### src/dwl_pkg.sv
`default_nettype none
package dwl_pkg;
  // Opcodes handled by this block
  localparam logic [7:0] OP_LOG_WR = 8'h3F;
  localparam logic [7:0] OP_LONG_A = 8'h32;
  localparam logic [7:0] OP_LONG_B = 8'h33;
  localparam logic [7:0] OP_MULT = 8'hC5;
  localparam logic [7:0] OP_MULT_EXT = 8'h39;
  // Features value selecting the extended ECC length
  localparam logic [7:0] FEAT_ECC_EXT = 8'h44;
  // ECC byte counts, default and extended
  localparam logic [6:0] ECC_LEN_STD = 7'h04;
  localparam logic [6:0] ECC_LEN_EXT = 7'h44;
  // Sector of 512 bytes is 256 data words
  localparam logic [7:0] SEC_WORDS_M1 = 8'hFF;
  // Task-file register selects
  localparam logic [2:0] TF_FEAT = 3'h1;
  localparam logic [2:0] TF_CNT = 3'h2;
  localparam logic [2:0] TF_LBAL = 3'h3;
  localparam logic [2:0] TF_LBAM = 3'h4;
  localparam logic [2:0] TF_LBAH = 3'h5;
  localparam logic [2:0] TF_DEV = 3'h6;
  localparam logic [2:0] TF_CMD = 3'h7;
  // Device register fields
  localparam int DEV_LBA_BIT = 6;
  localparam int DEV_HEAD_MSB = 3;
  // Zero counts stand for the largest count
  localparam logic [16:0] CNT28_ZERO = 17'h00100;
  localparam logic [16:0] CNT48_ZERO = 17'h10000;
  // Host register write sequence
  localparam logic [3:0] HSTEP_DEV = 4'hA;
  localparam logic [3:0] HSTEP_CMD = 4'hB;
  // Device and host states
  typedef enum logic [2:0] {
    DS_IDLE, DS_CHECK, DS_DATA, DS_ECC, DS_MEDIA
  } dwl_dstate_t;
  typedef enum logic [1:0] {
    HS_IDLE, HS_REGS, HS_DATA
  } dwl_hstate_t;
endpackage : dwl_pkg
`default_nettype wire
### src/dwl_link_if.sv
`default_nettype none
interface dwl_link_if;
  // Task-file write strobe from the host
  logic tf_wr;
  logic [2:0] tf_sel;
  logic [7:0] tf_data;
  // Host data word under the request handshake
  logic dat_valid;
  logic [15:0] dat_word;
  // Device status and readback
  logic drq;
  logic dat_byte;
  logic bsy;
  logic intrq;
  logic done;
  logic err;
  logic abrt;
  logic [47:0] rb_addr;
  modport dev (
    input tf_wr, tf_sel, tf_data, dat_valid, dat_word,
    output drq, dat_byte, bsy, intrq, done, err, abrt, rb_addr
  );
  modport host (
    output tf_wr, tf_sel, tf_data, dat_valid, dat_word,
    input drq, dat_byte, bsy, intrq, done, err, abrt, rb_addr
  );
endinterface : dwl_link_if
`default_nettype wire

### src/dwl_dev.sv
`default_nettype none
// What this block does
// RULE1 - Log write stores sectors into selected log
// RULE2 - Abort log write on bad log or fields
// RULE3 - Abort log write to read-only log
// RULE4 - Abort when 16-bit count exceeds log size
// RULE5 - Log start offset from mid-address bytes
// RULE6 - Long write takes host data and ECC
// RULE7 - Long write moves exactly one sector
// RULE8 - ECC bytes move byte-wide
// RULE9 - Four ECC bytes, sixty-eight when extended
// RULE10 - Bit 6 picks CHS or 28-bit LBA
// RULE11 - Multiple write interrupts per block
// RULE12 - Request gates only each block start
// RULE13 - Host sets block size before multiple write
// RULE14 - Whole blocks then partial remainder block
// RULE15 - Media error stops at failing sector
// RULE16 - Block-start interrupt except first block
// RULE17 - 48-bit address and count from pairs
// RULE18 - Registers show last or failing sector
// RULE19 - Each write shifts prior byte to previous
module dwl_dev
  import dwl_pkg::*;
(
  // Clock and reset
  input wire logic i_sys_clk,
  input wire logic i_nrst,
  // Log directory lookup for o_log_sel
  input wire logic i_log_ok,
  input wire logic i_log_ro,
  input wire logic [15:0] i_log_size,
  output logic [7:0] o_log_sel,
  // Block size from multiple-mode setup
  input wire logic [7:0] i_blk_size,
  // Received data stream
  output logic o_wvalid,
  output logic o_wbyte,
  output logic [15:0] o_wdata,
  // Media write of one block
  output logic o_media_go,
  output logic [47:0] o_media_addr,
  output logic [7:0] o_media_nsect,
  output logic o_media_chs,
  output logic o_media_log,
  input wire logic i_media_ack,
  input wire logic i_media_err,
  input wire logic [7:0] i_media_fail,
  // Link to the host
  dwl_link_if.dev link
);
  dwl_dstate_t state_reg;
  logic [15:0] feat_reg;
  logic [15:0] cnt_reg;
  logic [15:0] lbal_reg;
  logic [15:0] lbam_reg;
  logic [15:0] lbah_reg;
  logic [7:0] dev_reg;
  logic [7:0] op_reg;
  logic [16:0] rem_reg;
  logic [7:0] blk_reg;
  logic [7:0] bsz_reg;
  logic [47:0] addr_reg;
  logic [7:0] word_reg;
  logic [7:0] sec_reg;
  logic [6:0] ecc_reg;
  logic [6:0] ecc_len_reg;
  logic drq_reg;
  logic byte_reg;
  logic bsy_reg;
  logic intrq_reg;
  logic done_reg;
  logic err_reg;
  logic abrt_reg;
  logic [47:0] rb_reg;
  logic cmd_go;
  logic take;
  logic is_log;
  logic is_long;
  logic is_mult;
  logic [27:0] addr28;
  logic [47:0] start_addr;
  logic [16:0] start_cnt;
  logic [16:0] start_bsz;
  logic abort_now;
  logic [16:0] rem_left;
  logic [7:0] blk_first;
  logic [7:0] blk_next;

  // Command and transfer qualifiers
  assign cmd_go = link.tf_wr && (link.tf_sel == TF_CMD) &&
                  (state_reg == DS_IDLE);
  // RULE12 words taken while request stands
  assign take = link.dat_valid && drq_reg;
  assign is_log = (op_reg == OP_LOG_WR);
  assign is_long = (op_reg == OP_LONG_A) || (op_reg == OP_LONG_B);
  assign is_mult = (op_reg == OP_MULT) || (op_reg == OP_MULT_EXT);

  // Task-file registers, writable while idle
  always_ff @(posedge i_sys_clk or negedge i_nrst) begin
    if (!i_nrst) begin
      feat_reg <= 16'h0000;
      cnt_reg <= 16'h0000;
      lbal_reg <= 16'h0000;
      lbam_reg <= 16'h0000;
      lbah_reg <= 16'h0000;
      dev_reg <= 8'h00;
      op_reg <= 8'h00;
      o_log_sel <= 8'h00;
    end else if (link.tf_wr && state_reg == DS_IDLE) begin
      // RULE19 shift into previous slot
      unique case (link.tf_sel)
        TF_FEAT: feat_reg <= {feat_reg[7:0], link.tf_data};
        TF_CNT: cnt_reg <= {cnt_reg[7:0], link.tf_data};
        TF_LBAL: begin
          lbal_reg <= {lbal_reg[7:0], link.tf_data};
          o_log_sel <= link.tf_data;
        end
        TF_LBAM: lbam_reg <= {lbam_reg[7:0], link.tf_data};
        TF_LBAH: lbah_reg <= {lbah_reg[7:0], link.tf_data};
        TF_DEV: dev_reg <= link.tf_data;
        TF_CMD: op_reg <= link.tf_data;
        default: op_reg <= op_reg;
      endcase
    end
  end

  // Start address and count of the issued command
  always_comb begin
    // RULE10 CHS or LBA packing
    addr28 = dev_reg[DEV_LBA_BIT] ?
             {dev_reg[DEV_HEAD_MSB:0], lbah_reg[7:0], lbam_reg[7:0],
              lbal_reg[7:0]} :
             {lbah_reg[7:0], lbam_reg[7:0], dev_reg[DEV_HEAD_MSB:0],
              lbal_reg[7:0]};
    start_addr = {20'h00000, addr28};
    start_cnt = is_log ? {1'b0, cnt_reg} : {9'h000, cnt_reg[7:0]};
    start_bsz = 17'h00001;
    if (is_log) begin
      // RULE5 offset from mid pair
      start_addr = {24'h000000, lbal_reg[7:0], lbam_reg};
    end else if (op_reg == OP_MULT_EXT) begin
      // RULE17 48-bit address and count
      start_addr = {lbah_reg[15:8], lbam_reg[15:8], lbal_reg[15:8],
                    lbah_reg[7:0], lbam_reg[7:0], lbal_reg[7:0]};
      start_cnt = (cnt_reg == 16'h0000) ? CNT48_ZERO : {1'b0, cnt_reg};
    end else if (op_reg == OP_MULT) begin
      start_cnt = (cnt_reg[7:0] == 8'h00) ? CNT28_ZERO :
                  {9'h000, cnt_reg[7:0]};
    end
    // RULE11 block size from setup
    if (is_mult) begin
      start_bsz = {9'h000, i_blk_size};
    end
    blk_first = (start_cnt < start_bsz) ? start_cnt[7:0] :
                start_bsz[7:0];
  end

  // Validity checks at command start
  always_comb begin
    abort_now = !(is_log || is_long || is_mult);
    if (is_log) begin
      // RULE2 unsupported log or bad fields
      abort_now = !i_log_ok || (feat_reg != 16'h0000) ||
                  (lbah_reg != 16'h0000) || (lbal_reg[15:8] != 8'h00) ||
                  (cnt_reg == 16'h0000) || (lbam_reg >= i_log_size) ||
                  // RULE3 read-only log
                  i_log_ro ||
                  // RULE4 count beyond directory size
                  (cnt_reg > i_log_size);
    end else if (is_long) begin
      // RULE7 single sector only
      abort_now = (cnt_reg[7:0] != 8'h01);
    end else if (is_mult) begin
      abort_now = (i_blk_size == 8'h00) ||
                  ((op_reg == OP_MULT_EXT) && !dev_reg[DEV_LBA_BIT]);
    end
  end

  // Remaining count and next block length
  assign rem_left = rem_reg - {9'h000, blk_reg};
  // RULE14 partial final block
  assign blk_next = (rem_left < {9'h000, bsz_reg}) ? rem_left[7:0] :
                    bsz_reg;

  // Command sequencing, handshake and status
  always_ff @(posedge i_sys_clk or negedge i_nrst) begin
    if (!i_nrst) begin
      state_reg <= DS_IDLE;
      rem_reg <= 17'h00000;
      blk_reg <= 8'h00;
      bsz_reg <= 8'h00;
      addr_reg <= 48'h0;
      word_reg <= 8'h00;
      sec_reg <= 8'h00;
      ecc_reg <= 7'h00;
      ecc_len_reg <= ECC_LEN_STD;
      drq_reg <= 1'b0;
      byte_reg <= 1'b0;
      bsy_reg <= 1'b0;
      intrq_reg <= 1'b0;
      done_reg <= 1'b0;
      err_reg <= 1'b0;
      abrt_reg <= 1'b0;
      rb_reg <= 48'h0;
      o_media_go <= 1'b0;
      o_media_addr <= 48'h0;
      o_media_nsect <= 8'h00;
      o_media_chs <= 1'b0;
      o_media_log <= 1'b0;
    end else begin
      intrq_reg <= 1'b0;
      done_reg <= 1'b0;
      o_media_go <= 1'b0;
      unique case (state_reg)
        DS_IDLE: begin
          if (cmd_go) begin
            state_reg <= DS_CHECK;
            bsy_reg <= 1'b1;
            err_reg <= 1'b0;
            abrt_reg <= 1'b0;
          end
        end
        DS_CHECK: begin
          if (abort_now) begin
            state_reg <= DS_IDLE;
            bsy_reg <= 1'b0;
            done_reg <= 1'b1;
            intrq_reg <= 1'b1;
            err_reg <= 1'b1;
            abrt_reg <= 1'b1;
          end else begin
            // First block opens without an interrupt
            state_reg <= DS_DATA;
            drq_reg <= 1'b1;
            addr_reg <= start_addr;
            rem_reg <= start_cnt;
            bsz_reg <= start_bsz[7:0];
            blk_reg <= blk_first;
            word_reg <= 8'h00;
            sec_reg <= 8'h00;
            // RULE9 ECC length by features
            ecc_len_reg <= (feat_reg[7:0] == FEAT_ECC_EXT) ?
                           ECC_LEN_EXT : ECC_LEN_STD;
          end
        end
        DS_DATA: begin
          if (take) begin
            word_reg <= word_reg + 8'h01;
            if (word_reg == SEC_WORDS_M1) begin
              sec_reg <= sec_reg + 8'h01;
              if (sec_reg == blk_reg - 8'h01) begin
                if (is_long) begin
                  // RULE6 host supplies the ECC
                  state_reg <= DS_ECC;
                  byte_reg <= 1'b1;
                  ecc_reg <= 7'h00;
                end else begin
                  state_reg <= DS_MEDIA;
                  drq_reg <= 1'b0;
                  o_media_go <= 1'b1;
                end
              end
            end
          end
        end
        DS_ECC: begin
          // RULE8 one byte per take
          if (take) begin
            ecc_reg <= ecc_reg + 7'h01;
            if (ecc_reg == ecc_len_reg - 7'h01) begin
              state_reg <= DS_MEDIA;
              drq_reg <= 1'b0;
              byte_reg <= 1'b0;
              o_media_go <= 1'b1;
            end
          end
        end
        DS_MEDIA: begin
          if (i_media_ack) begin
            if (i_media_err) begin
              // RULE15 stop at failing sector
              rb_reg <= addr_reg + {40'h0, i_media_fail};
              err_reg <= 1'b1;
              state_reg <= DS_IDLE;
              bsy_reg <= 1'b0;
              done_reg <= 1'b1;
              intrq_reg <= 1'b1;
            end else begin
              // RULE18 last sector written
              rb_reg <= addr_reg + {40'h0, blk_reg} - 48'h1;
              addr_reg <= addr_reg + {40'h0, blk_reg};
              rem_reg <= rem_left;
              if (rem_left == 17'h00000) begin
                state_reg <= DS_IDLE;
                bsy_reg <= 1'b0;
                done_reg <= 1'b1;
                intrq_reg <= 1'b1;
              end else begin
                // RULE16 later block starts interrupt
                state_reg <= DS_DATA;
                drq_reg <= 1'b1;
                intrq_reg <= 1'b1;
                blk_reg <= blk_next;
                sec_reg <= 8'h00;
                word_reg <= 8'h00;
              end
            end
          end
        end
        default: state_reg <= DS_IDLE;
      endcase
      // Media request carries the block just received
      if (state_reg != DS_MEDIA) begin
        o_media_addr <= addr_reg;
        o_media_nsect <= blk_reg;
        o_media_chs <= !is_log && !dev_reg[DEV_LBA_BIT] &&
                       (op_reg != OP_MULT_EXT);
        // RULE1 stored in the selected log
        o_media_log <= is_log;
      end
    end
  end

  // Received words passed to the write path
  always_ff @(posedge i_sys_clk or negedge i_nrst) begin
    if (!i_nrst) begin
      o_wvalid <= 1'b0;
      o_wbyte <= 1'b0;
      o_wdata <= 16'h0000;
    end else begin
      o_wvalid <= take;
      o_wbyte <= byte_reg;
      if (take) begin
        o_wdata <= byte_reg ? {8'h00, link.dat_word[7:0]} : link.dat_word;
      end
    end
  end

  // Link drive
  assign link.drq = drq_reg;
  assign link.dat_byte = byte_reg;
  assign link.bsy = bsy_reg;
  assign link.intrq = intrq_reg;
  assign link.done = done_reg;
  assign link.err = err_reg;
  assign link.abrt = abrt_reg;
  assign link.rb_addr = rb_reg;
endmodule : dwl_dev
`default_nettype wire

### src/flat_wrapper.sv
// flat-port wrapper written by rule: the top's interface ports become plain ports
module dwl_dev_flat import dwl_pkg::*;
  (i_sys_clk, i_nrst, i_log_ok, i_log_ro, i_log_size, o_log_sel, i_blk_size, o_wvalid, o_wbyte, o_wdata, o_media_go, o_media_addr, o_media_nsect, o_media_chs, o_media_log, i_media_ack, i_media_err, i_media_fail, link_tf_wr, link_tf_sel, link_tf_data, link_dat_valid, link_dat_word, link_drq, link_dat_byte, link_bsy, link_intrq, link_done, link_err, link_abrt, link_rb_addr);
  dwl_link_if link_i ();
  input wire logic i_sys_clk;
  input wire logic i_nrst;
  input wire logic i_log_ok;
  input wire logic i_log_ro;
  input wire logic [15:0] i_log_size;
  output logic [7:0] o_log_sel;
  input wire logic [7:0] i_blk_size;
  output logic o_wvalid;
  output logic o_wbyte;
  output logic [15:0] o_wdata;
  output logic o_media_go;
  output logic [47:0] o_media_addr;
  output logic [7:0] o_media_nsect;
  output logic o_media_chs;
  output logic o_media_log;
  input wire logic i_media_ack;
  input wire logic i_media_err;
  input wire logic [7:0] i_media_fail;
  input wire logic [$bits(link_i.tf_wr)-1:0] link_tf_wr;
  input wire logic [$bits(link_i.tf_sel)-1:0] link_tf_sel;
  input wire logic [$bits(link_i.tf_data)-1:0] link_tf_data;
  input wire logic [$bits(link_i.dat_valid)-1:0] link_dat_valid;
  input wire logic [$bits(link_i.dat_word)-1:0] link_dat_word;
  output wire logic [$bits(link_i.drq)-1:0] link_drq;
  output wire logic [$bits(link_i.dat_byte)-1:0] link_dat_byte;
  output wire logic [$bits(link_i.bsy)-1:0] link_bsy;
  output wire logic [$bits(link_i.intrq)-1:0] link_intrq;
  output wire logic [$bits(link_i.done)-1:0] link_done;
  output wire logic [$bits(link_i.err)-1:0] link_err;
  output wire logic [$bits(link_i.abrt)-1:0] link_abrt;
  output wire logic [$bits(link_i.rb_addr)-1:0] link_rb_addr;
  assign link_i.tf_wr = link_tf_wr;
  assign link_i.tf_sel = link_tf_sel;
  assign link_i.tf_data = link_tf_data;
  assign link_i.dat_valid = link_dat_valid;
  assign link_i.dat_word = link_dat_word;
  assign link_drq = link_i.drq;
  assign link_dat_byte = link_i.dat_byte;
  assign link_bsy = link_i.bsy;
  assign link_intrq = link_i.intrq;
  assign link_done = link_i.done;
  assign link_err = link_i.err;
  assign link_abrt = link_i.abrt;
  assign link_rb_addr = link_i.rb_addr;
  dwl_dev u_core (.i_sys_clk(i_sys_clk), .i_nrst(i_nrst), .i_log_ok(i_log_ok), .i_log_ro(i_log_ro), .i_log_size(i_log_size), .o_log_sel(o_log_sel), .i_blk_size(i_blk_size), .o_wvalid(o_wvalid), .o_wbyte(o_wbyte), .o_wdata(o_wdata), .o_media_go(o_media_go), .o_media_addr(o_media_addr), .o_media_nsect(o_media_nsect), .o_media_chs(o_media_chs), .o_media_log(o_media_log), .i_media_ack(i_media_ack), .i_media_err(i_media_err), .i_media_fail(i_media_fail), .link(link_i));
endmodule
### config.mk
export PLATFORM = sky130hd
export DESIGN_NAME = dwl_dev_flat
export DESIGN_NICKNAME = d
export VERILOG_FILES = /design/src/dwl_pkg.sv /design/src/dwl_link_if.sv /design/src/dwl_dev.sv /design/src/flat_wrapper.sv
export SDC_FILE = /design/constraint.sdc
export NUM_CORES = 1
export LEC_CHECK = 0
export BUFFER_PORTS_ARGS = -buffer_cell sky130_fd_sc_hd__clkbuf_2
export CAP_MARGIN = 10
export CORE_MARGIN = 2
export CORE_UTILIZATION = 50
export CTS_CLUSTER_DIAMETER = 100
export DETAILED_ROUTE_END_ITERATION = 16
export PLACE_DENSITY = 0.72
export SETUP_SLACK_MARGIN = 0.05
export SLEW_MARGIN = 20
export SYNTH_ARGS = -nofsm -noshare
export SYNTH_HDL_FRONTEND = slang
export SYNTH_SLANG_ARGS = --single-unit
export TNS_END_PERCENT = 30
### constraint.sdc
create_clock -name i_sys_clk -period 3.9 [get_ports i_sys_clk]
set_input_delay 0.78 -clock i_sys_clk [delete_from_list [all_inputs] [get_ports i_sys_clk]]
set_output_delay 0.78 -clock i_sys_clk [all_outputs]
set_load 0.01 [all_outputs]
Word level (Yosys, flattened, before mapping)
Cells that the tools add are included.
{ "totals": {"reg_bits": 349, "in_bits": 67, "output_inout_bits": 140, "wordCells": 242} }
{ "op_classes": {"addsub": 9, "order_cmp": 4, "n_eq_ne": 38, "muxes": 100, "bitwise_logic": 1, "n_reduce_logical": 57} }
{ "ops": {"columns": ["operator", "count"], "rows": [
  ["$mux 48", 6],
  ["$mux 17", 7],
  ["$mux 8", 14],
  ["$add 48x8->48", 2],
  ["$pmux 48 s2", 1],
  ["$pmux 8 s3", 2],
  ["$sub 48x1->48 const B", 1],
  ["$mux 7", 6],
  ["$mux 1", 37],
  ["$lt 17x8->1", 2],
  ["$pmux 17 s2", 1],
  ["$eq 8x6->1 const B", 4],
  ["$mux 16", 2],
  ["$reduce_bool 16->1", 2],
  ["$mux 28", 1],
  ["$mux 3", 9],
  ["$reduce_and 7->1", 3],
  ["$reduce_and 2->1", 9],
  ["$logic_not 17->1", 1],
  ["$sub 17x8->17", 1],
  ["$add 8x1->8 const B", 2],
  ["$eq 8x8->1 const B", 2],
  ["$ge 16x16->1", 1],
  ["$gt 16x16->1", 1],
  ["39 further kinds", 92]
]} }

Logic depth before layout (Yosys ltp)
Gate-level depths: netlist of run 1.
{ "logic_depth": {"ltp_word": 11, "depth_mapped": 17} }

Worst setup path after synthesis of run 1
No wires, ideal clock.
{ "synth_path": {"path_kind": "reg2reg", "start": "register u_core.blk_reg[0]", "end": "register u_core.rb_reg[33], in the netlist u_core.link.rb_addr[33]", "setup_time_ns": 0.139, "t_arrival_ns": 3.684, "required_time_ns": 3.761, "slack_ns": 0.076, "stages_incl_launch_ff": 16, "n_path_buf": 1, "period_less_slack_ns": 3.824, "path_cell_list": "dfrtp_1 > ha_1 > inv_1 > fa_1 > nand2b_1 > a21oi_2 > o211a_1 > nand3_1 > a211oi_4 > nand4b_4 > or4_4 > buf_6 > nor3_4 > mux2i_1 > mux2i_1 > o311ai_1"} }
{ "synth_between": {"elab_chain_len": 3} }
{ "synth_rtl": {"columns": ["element", "line", "rtl"], "rows": [
  ["start: declaration", "dwl_dev.sv:60", "logic [7:0] blk_reg;"],
  ["start signal: assignment", "dwl_dev.sv:238", "blk_reg <= blk_first;"],
  ["start signal: assignment", "dwl_dev.sv:303", "blk_reg <= blk_next;"],
  ["$add 48x8->48", "dwl_dev.sv:290", "rb_reg <= addr_reg + {40'h0, blk_reg} - 48'h1;"],
  ["$sub 48x1->48", "dwl_dev.sv:290", null],
  ["$mux 48", "dwl_dev.sv:280", "if (i_media_err) begin"],
  ["end signal: assignment", "dwl_dev.sv:282", "rb_reg <= addr_reg + {40'h0, i_media_fail};"],
  ["end signal: assignment", "dwl_dev.sv:290", null],
  ["end: declaration", "dwl_dev.sv:74", "logic [47:0] rb_reg;"]
]} }
Every way passes these cells.
A chain may end at the register's enable or synchronous reset.

Worst setup path after layout of run 1
{ "layout_path": {"start": "register u_core.addr_reg[0]", "end": "register u_core.rb_reg[42], in the netlist u_core.link.rb_addr[42]"} }
{ "layout_between": {"elab_chain_len": 3, "elab_cells_between_ends": 4, "cone_classes": "3 x add/sub; 1 x mux"} }
{ "layout_rtl": {"columns": ["element", "line", "rtl"], "rows": [
  ["start: declaration", "dwl_dev.sv:62", "logic [47:0] addr_reg;"],
  ["start signal: assignment", "dwl_dev.sv:235", "addr_reg <= start_addr;"],
  ["start signal: assignment", "dwl_dev.sv:291", "addr_reg <= addr_reg + {40'h0, blk_reg};"],
  ["$add 48x8->48", "dwl_dev.sv:290", null],
  ["$sub 48x1->48", "dwl_dev.sv:290", null],
  ["$mux 48 *", "dwl_dev.sv:280", null]
]} }
Mark *: on every way between the ends. The rest lies on a longest branch, timed or not.

==> results of run 1 <==
==> metrics by stage <==
stage               setup TNS, ns  setup WS, ns  instances
floorplan                       0        0.0763       2366
global placement          -0.0209       -0.0209       3146
detailed placement         -0.432       -0.0488       3146
CTS                             0        0.0733       3216
global route                    0        0.0112       3229
finish                          0         0.142       3229
==> layout make-up <==
cell class / count / area, um^2 / area share [%]
Inverter: 61 / 229 / 0.911
Clock buffer: 57 / 1130 / 4.51
Multi-Input combinational cell: 1811 / 11800 / 47.0
Timing Repair Buffer: 422 / 2800 / 11.1
Tap cell: 532 / 666 / 2.65
Sequential cell: 333 / 8330 / 33.2
Clock inverter: 13 / 164 / 0.652
==> critical path, cell delays in order (launching register included) <==
cell and delay [ns]:
dfrtp_1 0.35, ha_2 0.18, inv_1 0.05, fa_2 0.35, nand2b_4 0.18, a21o_1 0.18
buf_4 0.14, a21o_1 0.23, a21oi_2 0.19, xnor2_1 0.16, nand4_1 0.16, or4_4 0.67
nor3_4 0.25, nand3_2 0.09, xor2_1 0.16, a221o_1 0.31
==> power by group <==
part | internal [W] | switching (W)
logic | 0.00374 | 0.00466
clock network | 0.00222 | 0.00153
registers | 0.00476 | 0.00155
total | 0.0107 | 0.00773
==> worst paths after layout <==
| check | startpoint | endpoint | slack [ns] |
|---|---|---|---|
| min | i_nrst | u_core.o_media_addr[28] | 0.25 |
| min in group i_sys_clk | link_dat_word[2] | u_core.o_wdata[2] | 0.40 |
| min reg2reg | u_core.o_media_addr[40] | u_core.o_media_addr[40] | 0.47 |
| max in group asynchronous | i_nrst | u_core.cnt_reg[5] | 2.77 |
| max reg2reg | u_core.addr_reg[0] | u_core.link.rb_addr[42] | 0.14 |
| max | u_core.addr_reg[0] | u_core.link.rb_addr[42] | 0.14 |
==> cells by family after synthesis <==
kind of cell,share of synthesized area (%)
AOI/OAI and AO/OA,16.1
adders and majority gates,4.77
muxes,7.59
DFF,39.8
xor gates and xnor gates,5.96
and+or+nand+nor,21.0
buffers and inverters,4.78
==> routing by layer <==
metal | global-route usage (%) | share of wire, % | up-vias
met5 | 0 | 0.037 | -
met4 | 11.4 | 3.5 | 4
met3 | 5.61 | 7.5 | 137
met2 | 47.9 | 44 | 827
met1 | 45.8 | 45 | 9430
li1 | - | - | 8979
==> cells in the final DEF (no fill, tap or decap), types with 44 or more instances in the layout <==
cell type | synthesis | layout
ha_1 | 75 | 69
buf_4 | 15 | 204
o21ai_0 | 200 | 191
xor2_1 | 52 | 51
xnor2_1 | 76 | 75
clkbuf_2 | 1 | 205
a21oi_1 | 120 | 115
nand3_1 | 65 | 65
inv_1 | 61 | 61
mux2_2 | 109 | 109
nand4_1 | 44 | 44
nor2_1 | 167 | 162
nand2_1 | 414 | 411
dfrtp_1 | 333 | 333
==> what timing repair did <==
item,CTS,global route
endpoints found under the setup margin,1,45
resized for setup,1,50
hold buffers,0,0
buffers inserted,0,13
pin swaps,0,16
==> impl_metrics.tcl, run 1 <==
set metrics [dict create \
    outcome "complete, no violations" \
    design_area_um2 25100 \
    ys_ff_latch 333 \
    n_antenna_cell 0 \
    synth_top_area_share_pct 39.8 \
    antenna_found_initial 2 \
    vias 19400 \
    hpwl_mm 52.9 \
    rsz0062_at_grt "yes" \
    yosys.area.top_type "dfrtp_1" \
    synthArstFlopShare_pct 100 \
    avgViaCountPerCell 6.00 \
    drc 0 \
    crit_path_end_kind "flip-flop" \
    cts_buffer_depth 3 \
    start_util_pct 50.9 \
    cts_inserted_buffers 39 \
    die-width_um 209 \
    synth_enable_flop_cells 0 \
    post-route-min-period_ns 3.76 \
    dpl_cell_area_um2 23500 \
    synth_cells 2366 \
    yosysSeqAreaShare_pct 39.8 \
    ys_top_cells_by_count "414 x nand2_1, 333 x dfrtp_1, 200 x o21ai_0" \
    antenna_left 0 \
    io_buffer_count 206 \
    die_h_um 209 \
    worstSetupStartpointType "flip-flop" \
    rows 74 \
    grt_usage_pct 31.7 \
    whs_ns 0.247 \
    drt-total-wl_mm 70.1 \
    cts_root_buffer "clkbuf_16" \
    fin_util_pct 61.1 \
    synth.distinct_cells 113 \
    cp_max_fo 7 \
    drive_above_1_share_pct 26.0 \
    layout.nets 2813 \
    cp.required_ns 4.36 \
    slew_violations 0 \
    p_leak_nw 11.4 \
    die_area_um2 43500 \
    peakVddDrop_uv 399 \
    io-pin-count 207 \
    wire_per_inst_um 21.7 \
    grt_pass1_wl_mm 107 \
    grt_max_degree 150 \
    worstMarginPinSlew_ns 1.03 \
    clk_pin_slew_ns 0.06 \
    clk_latency_ns 0.58 \
    gp_congestion 1.01 \
    fin_skew_ns 0.0197 \
    yosys-top-cells-area "dfrtp_1 40%, nand2_1 7.4%, mux2_2 5.9%" \
    hold_path.class "input port to asynchronous set/reset pin" \
    areaGrowthSynthToFinish_pct 20.1 \
    worstSetupPathType "flip-flop to flip-flop" \
    hold_violations 0 \
    power_density_nw_per_um2 734 \
    slew_headroom_pct 30.8 \
    cts_tree "yes" \
    drt-pass1-iter-count 7 \
    clock_sinks 333 \
    grt_pass1_vias 18400 \
    drt_iter0_drc 1929 \
    ff2ff_path_depth 15 \
    crit_arrival_ns 4.21 \
    synth_most_common_cell "nand2_1" \
    total_power_w 0.0185 \
    synth.avg_cell_area_um2 8.84 \
    fillCellCount 3641 \
    synth_nets 2511 \
    netlist_area_um2 20900 \
    fin_crit_sh_pct 96.4 \
    core-area_um2 41100 \
    drv_cap 0 \
    ys.flop_type "dfrtp_1" \
    grt-ovfl-total 0 \
    max_freq_mhz 266 \
    yosys_warnings 0 \
    setup_viol 0 \
    htree_levels 2 \
]
Note: power is estimated with default switching activity, not from simulation.
==> run 2, diff against run 1 <==
- ABC_AREA: unset -> 1
==> impl_metrics.tcl, run 2 <==
set metrics [dict create \
    fin_crit_sh_pct 92.7 \
    synth_top_area_share_pct 37.7 \
    dpl_cell_area_um2 24100 \
    n_antenna_cell 0 \
    synth.distinct_cells 56 \
    antenna_left 0 \
    synth_most_common_cell "nand2_1" \
    synth_top_family_by_area "simple AND/OR/NAND/NOR gates" \
    drt-pass1-iter-count 6 \
    synth_compound_area_share_pct 13.3 \
    avgViaCountPerCell 5.78 \
    fillCellCount 4294 \
    total_power_w 0.0184 \
    outcome "complete, no violations" \
    cts_root_buffer "clkbuf_16" \
    final_cell_mix "987 x nand2_1, 337 x inv_1, 333 x dfrtp_1, 299 x o21ai_0, 243 x nand3_1" \
    ys_ff_latch 333 \
    dpl_worst_slack_ns -0.0352 \
    wire_per_inst_um 22.2 \
    netlist_area_um2 22100 \
    synth_enable_flop_cells 0 \
    yosys.area_share.simple_pct 34.0 \
    io_buffer_count 206 \
    drv_cap 0 \
    grt_pass1_vias 22300 \
    synth.avg_cell_area_um2 6.94 \
    use_met3_pct 5.39 \
    htree_levels 2 \
    drt-total-wl_mm 89.3 \
    grt.busiest_layer "met2" \
    drt_iter0_drc 2351 \
    worstSetupStartpointType "flip-flop" \
    power_density_nw_per_um2 722 \
    worstMarginPinSlew_ns 0.959 \
    vias 23200 \
    yosys_warnings 0 \
    clk_pin_slew_ns 0.06 \
    hold_violations 0 \
    ys.flop_type "dfrtp_1" \
    antenna_found_initial 1 \
    rows 77 \
    grt-ovfl-total 0 \
    setup_viol 0 \
    crit_arrival_ns 4.10 \
    synth_cells 3186 \
    die_area_um2 45900 \
    fin_util_pct 58.1 \
    grt_max_degree 94 \
    final_common_cell "nand2_1" \
    io-pin-count 207 \
    slew_violations 0 \
    cts_tree "yes" \
    worstSetupPathType "flip-flop to flip-flop" \
    layout.nets 3543 \
    hold_path.class "input port to asynchronous set/reset pin" \
    synthArstFlopShare_pct 100 \
    design_area_um2 25500 \
    cts_setup_buffers 0 \
    cts_inserted_buffers 39 \
    clk_latency_ns 0.60 \
    use_met1_pct 48.8 \
    clock_sinks 333 \
    core-area_um2 43900 \
    post-route-min-period_ns 3.62 \
    yosys.area.top_type "dfrtp_1" \
    fin_skew_ns 0.0224 \
    drive_above_1_share_pct 14.4 \
    areaGrowthSynthToFinish_pct 15.4 \
    synth_nets 3331 \
    ys_top_cells_by_count "990 x nand2_1, 338 x inv_1, 333 x dfrtp_1" \
    slew_headroom_pct 35.9 \
    gp_congestion 1.07 \
    p_leak_nw 12.8 \
    die-width_um 214 \
    start_util_pct 50.4 \
    place_inst 3949 \
    rsz0062_at_grt "no" \
    setup_ws_ns 0.283 \
    crit_path_end_kind "flip-flop" \
    yosys-top-cells-area "dfrtp_1 38%, nand2_1 17%, o21ai_0 6.8%" \
    synth-adder-area-share_pct 4.51 \
    hpwl_mm 70.2 \
    cts_buffer_depth 3 \
    grt_usage_pct 38.6 \
    grt_use_met2_pct 62.7 \
    cp_max_fo 8 \
    grt_pass1_wl_mm 135 \
    cts_hold_buf 0 \
    max_freq_mhz 276 \
    reg2reg_slack_ns 0.28 \
    synth.area.mux_share_pct 0 \
    die_h_um 214 \
    peakVddDrop_uv 422 \
    cp.required_ns 4.38 \
    drc 0 \
    yosysSeqAreaShare_pct 37.7 \
    layout.cells.non_filler 4020 \
    yosys.area_share.xor_xnor_pct 2.18 \
]
## run 2: cell types whose count changed in the layout (fill, tap and decap cells not counted), sizes merged, moves of 97 or more
cell,previous run,this run
nand2,418,1026
nor2,171,294
inv,62,358
nand3,68,251
mux2,110,0
o21ai,213,310
buf,217,78
## run 2: kinds of logic after synthesis
| kind of cell | after synthesis |
|---|---|
| and+or+nand+nor | 1720 |
| AOI/OAI and AO/OA | 530 |
| buffers and inverters | 470 |
| DFF | 333 |
| adders and majority gates | 78 |
| xor gates and xnor gates | 55 |
## run 2: worst max-delay path: stages, from the launching register on
cell      delay [ns]
dfrtp_1         0.40
buf_4           0.16
ha_1            0.23
fa_2            0.36
nand3b_1        0.18
nand2_2         0.15
nand2_1         0.08
o21bai_2        0.18
xor2_2          0.26
ha_1            0.30
nand3_1         0.10
nand3b_1        0.12
a21oi_2         0.15
nand2_1         0.09
nor2_4          0.18
buf_6           0.15
nand3_1         0.07
nand3_1         0.11
nand2_1         0.07
nand2_1         0.10
nand2_1         0.07
## run 2: routing by layer
metal  part of all wire, %  wire [um]  vias to the layer above
met5                 0.012         11                        -
met4                   6.9       6150                        2
met3                   7.1       6380                      281
met2                    46      41400                     1101
met1                    40      35400                    11000
li1                      -          -                    10800
## run 2: worst paths after layout
path	startpoint	end	depth (start not counted)
max in group asynchronous	i_nrst	u_core.feat_reg[3]	2
hold / removal	i_nrst	u_core.o_media_addr[14]	1
setup reg to reg	u_core.blk_reg[0]	u_core.blk_reg[1]	20
min in group i_sys_clk	link_dat_word[4]	u_core.o_wdata[4]	3
setup / recovery	u_core.blk_reg[0]	u_core.blk_reg[1]	20
hold reg to reg	u_core.link.dat_byte	u_core.o_wbyte	0
## run 2: stage by stage
| stage | TNS, ns | hold WS, ns |
|---|---|---|
| 6_report | 0 | 0.221 |
| 3_3_place_gp | -0.0303 | 0.463 |
| 3_5_place_dp | -0.0702 | 0.465 |
| 5_1_grt | 0 | 0.290 |
| 4_1_cts | 0 | 0.285 |
| 2_1_floorplan | 0 | 0.453 |
## run 2: layout make-up
cell class                 instances  area, um^2  share of cell area (%)
inverter                         358        1340                    5.27
tap                              592         741                    2.90
clock inverter                    18         254                   0.995
clock buffer                      53        1070                    4.19
sequential                       333        8330                    32.7
multi-input combinational       2383       12100                    47.3
timing repair buffer             283        1700                    6.65
## run 2: power breakdown
group | leakage (nW) | switching (W) | internal, W
clock network | 0.645 | 0.00160 | 0.00222
registers | 4.25 | 0.00113 | 0.00461
logic | 7.89 | 0.00588 | 0.00298
## run 2: repair_timing
item | 4_1_cts | 5_1_grt
pin swaps | 0 | 2
resized for setup | 3 | 18
endpoints found under the setup margin | 9 | 21
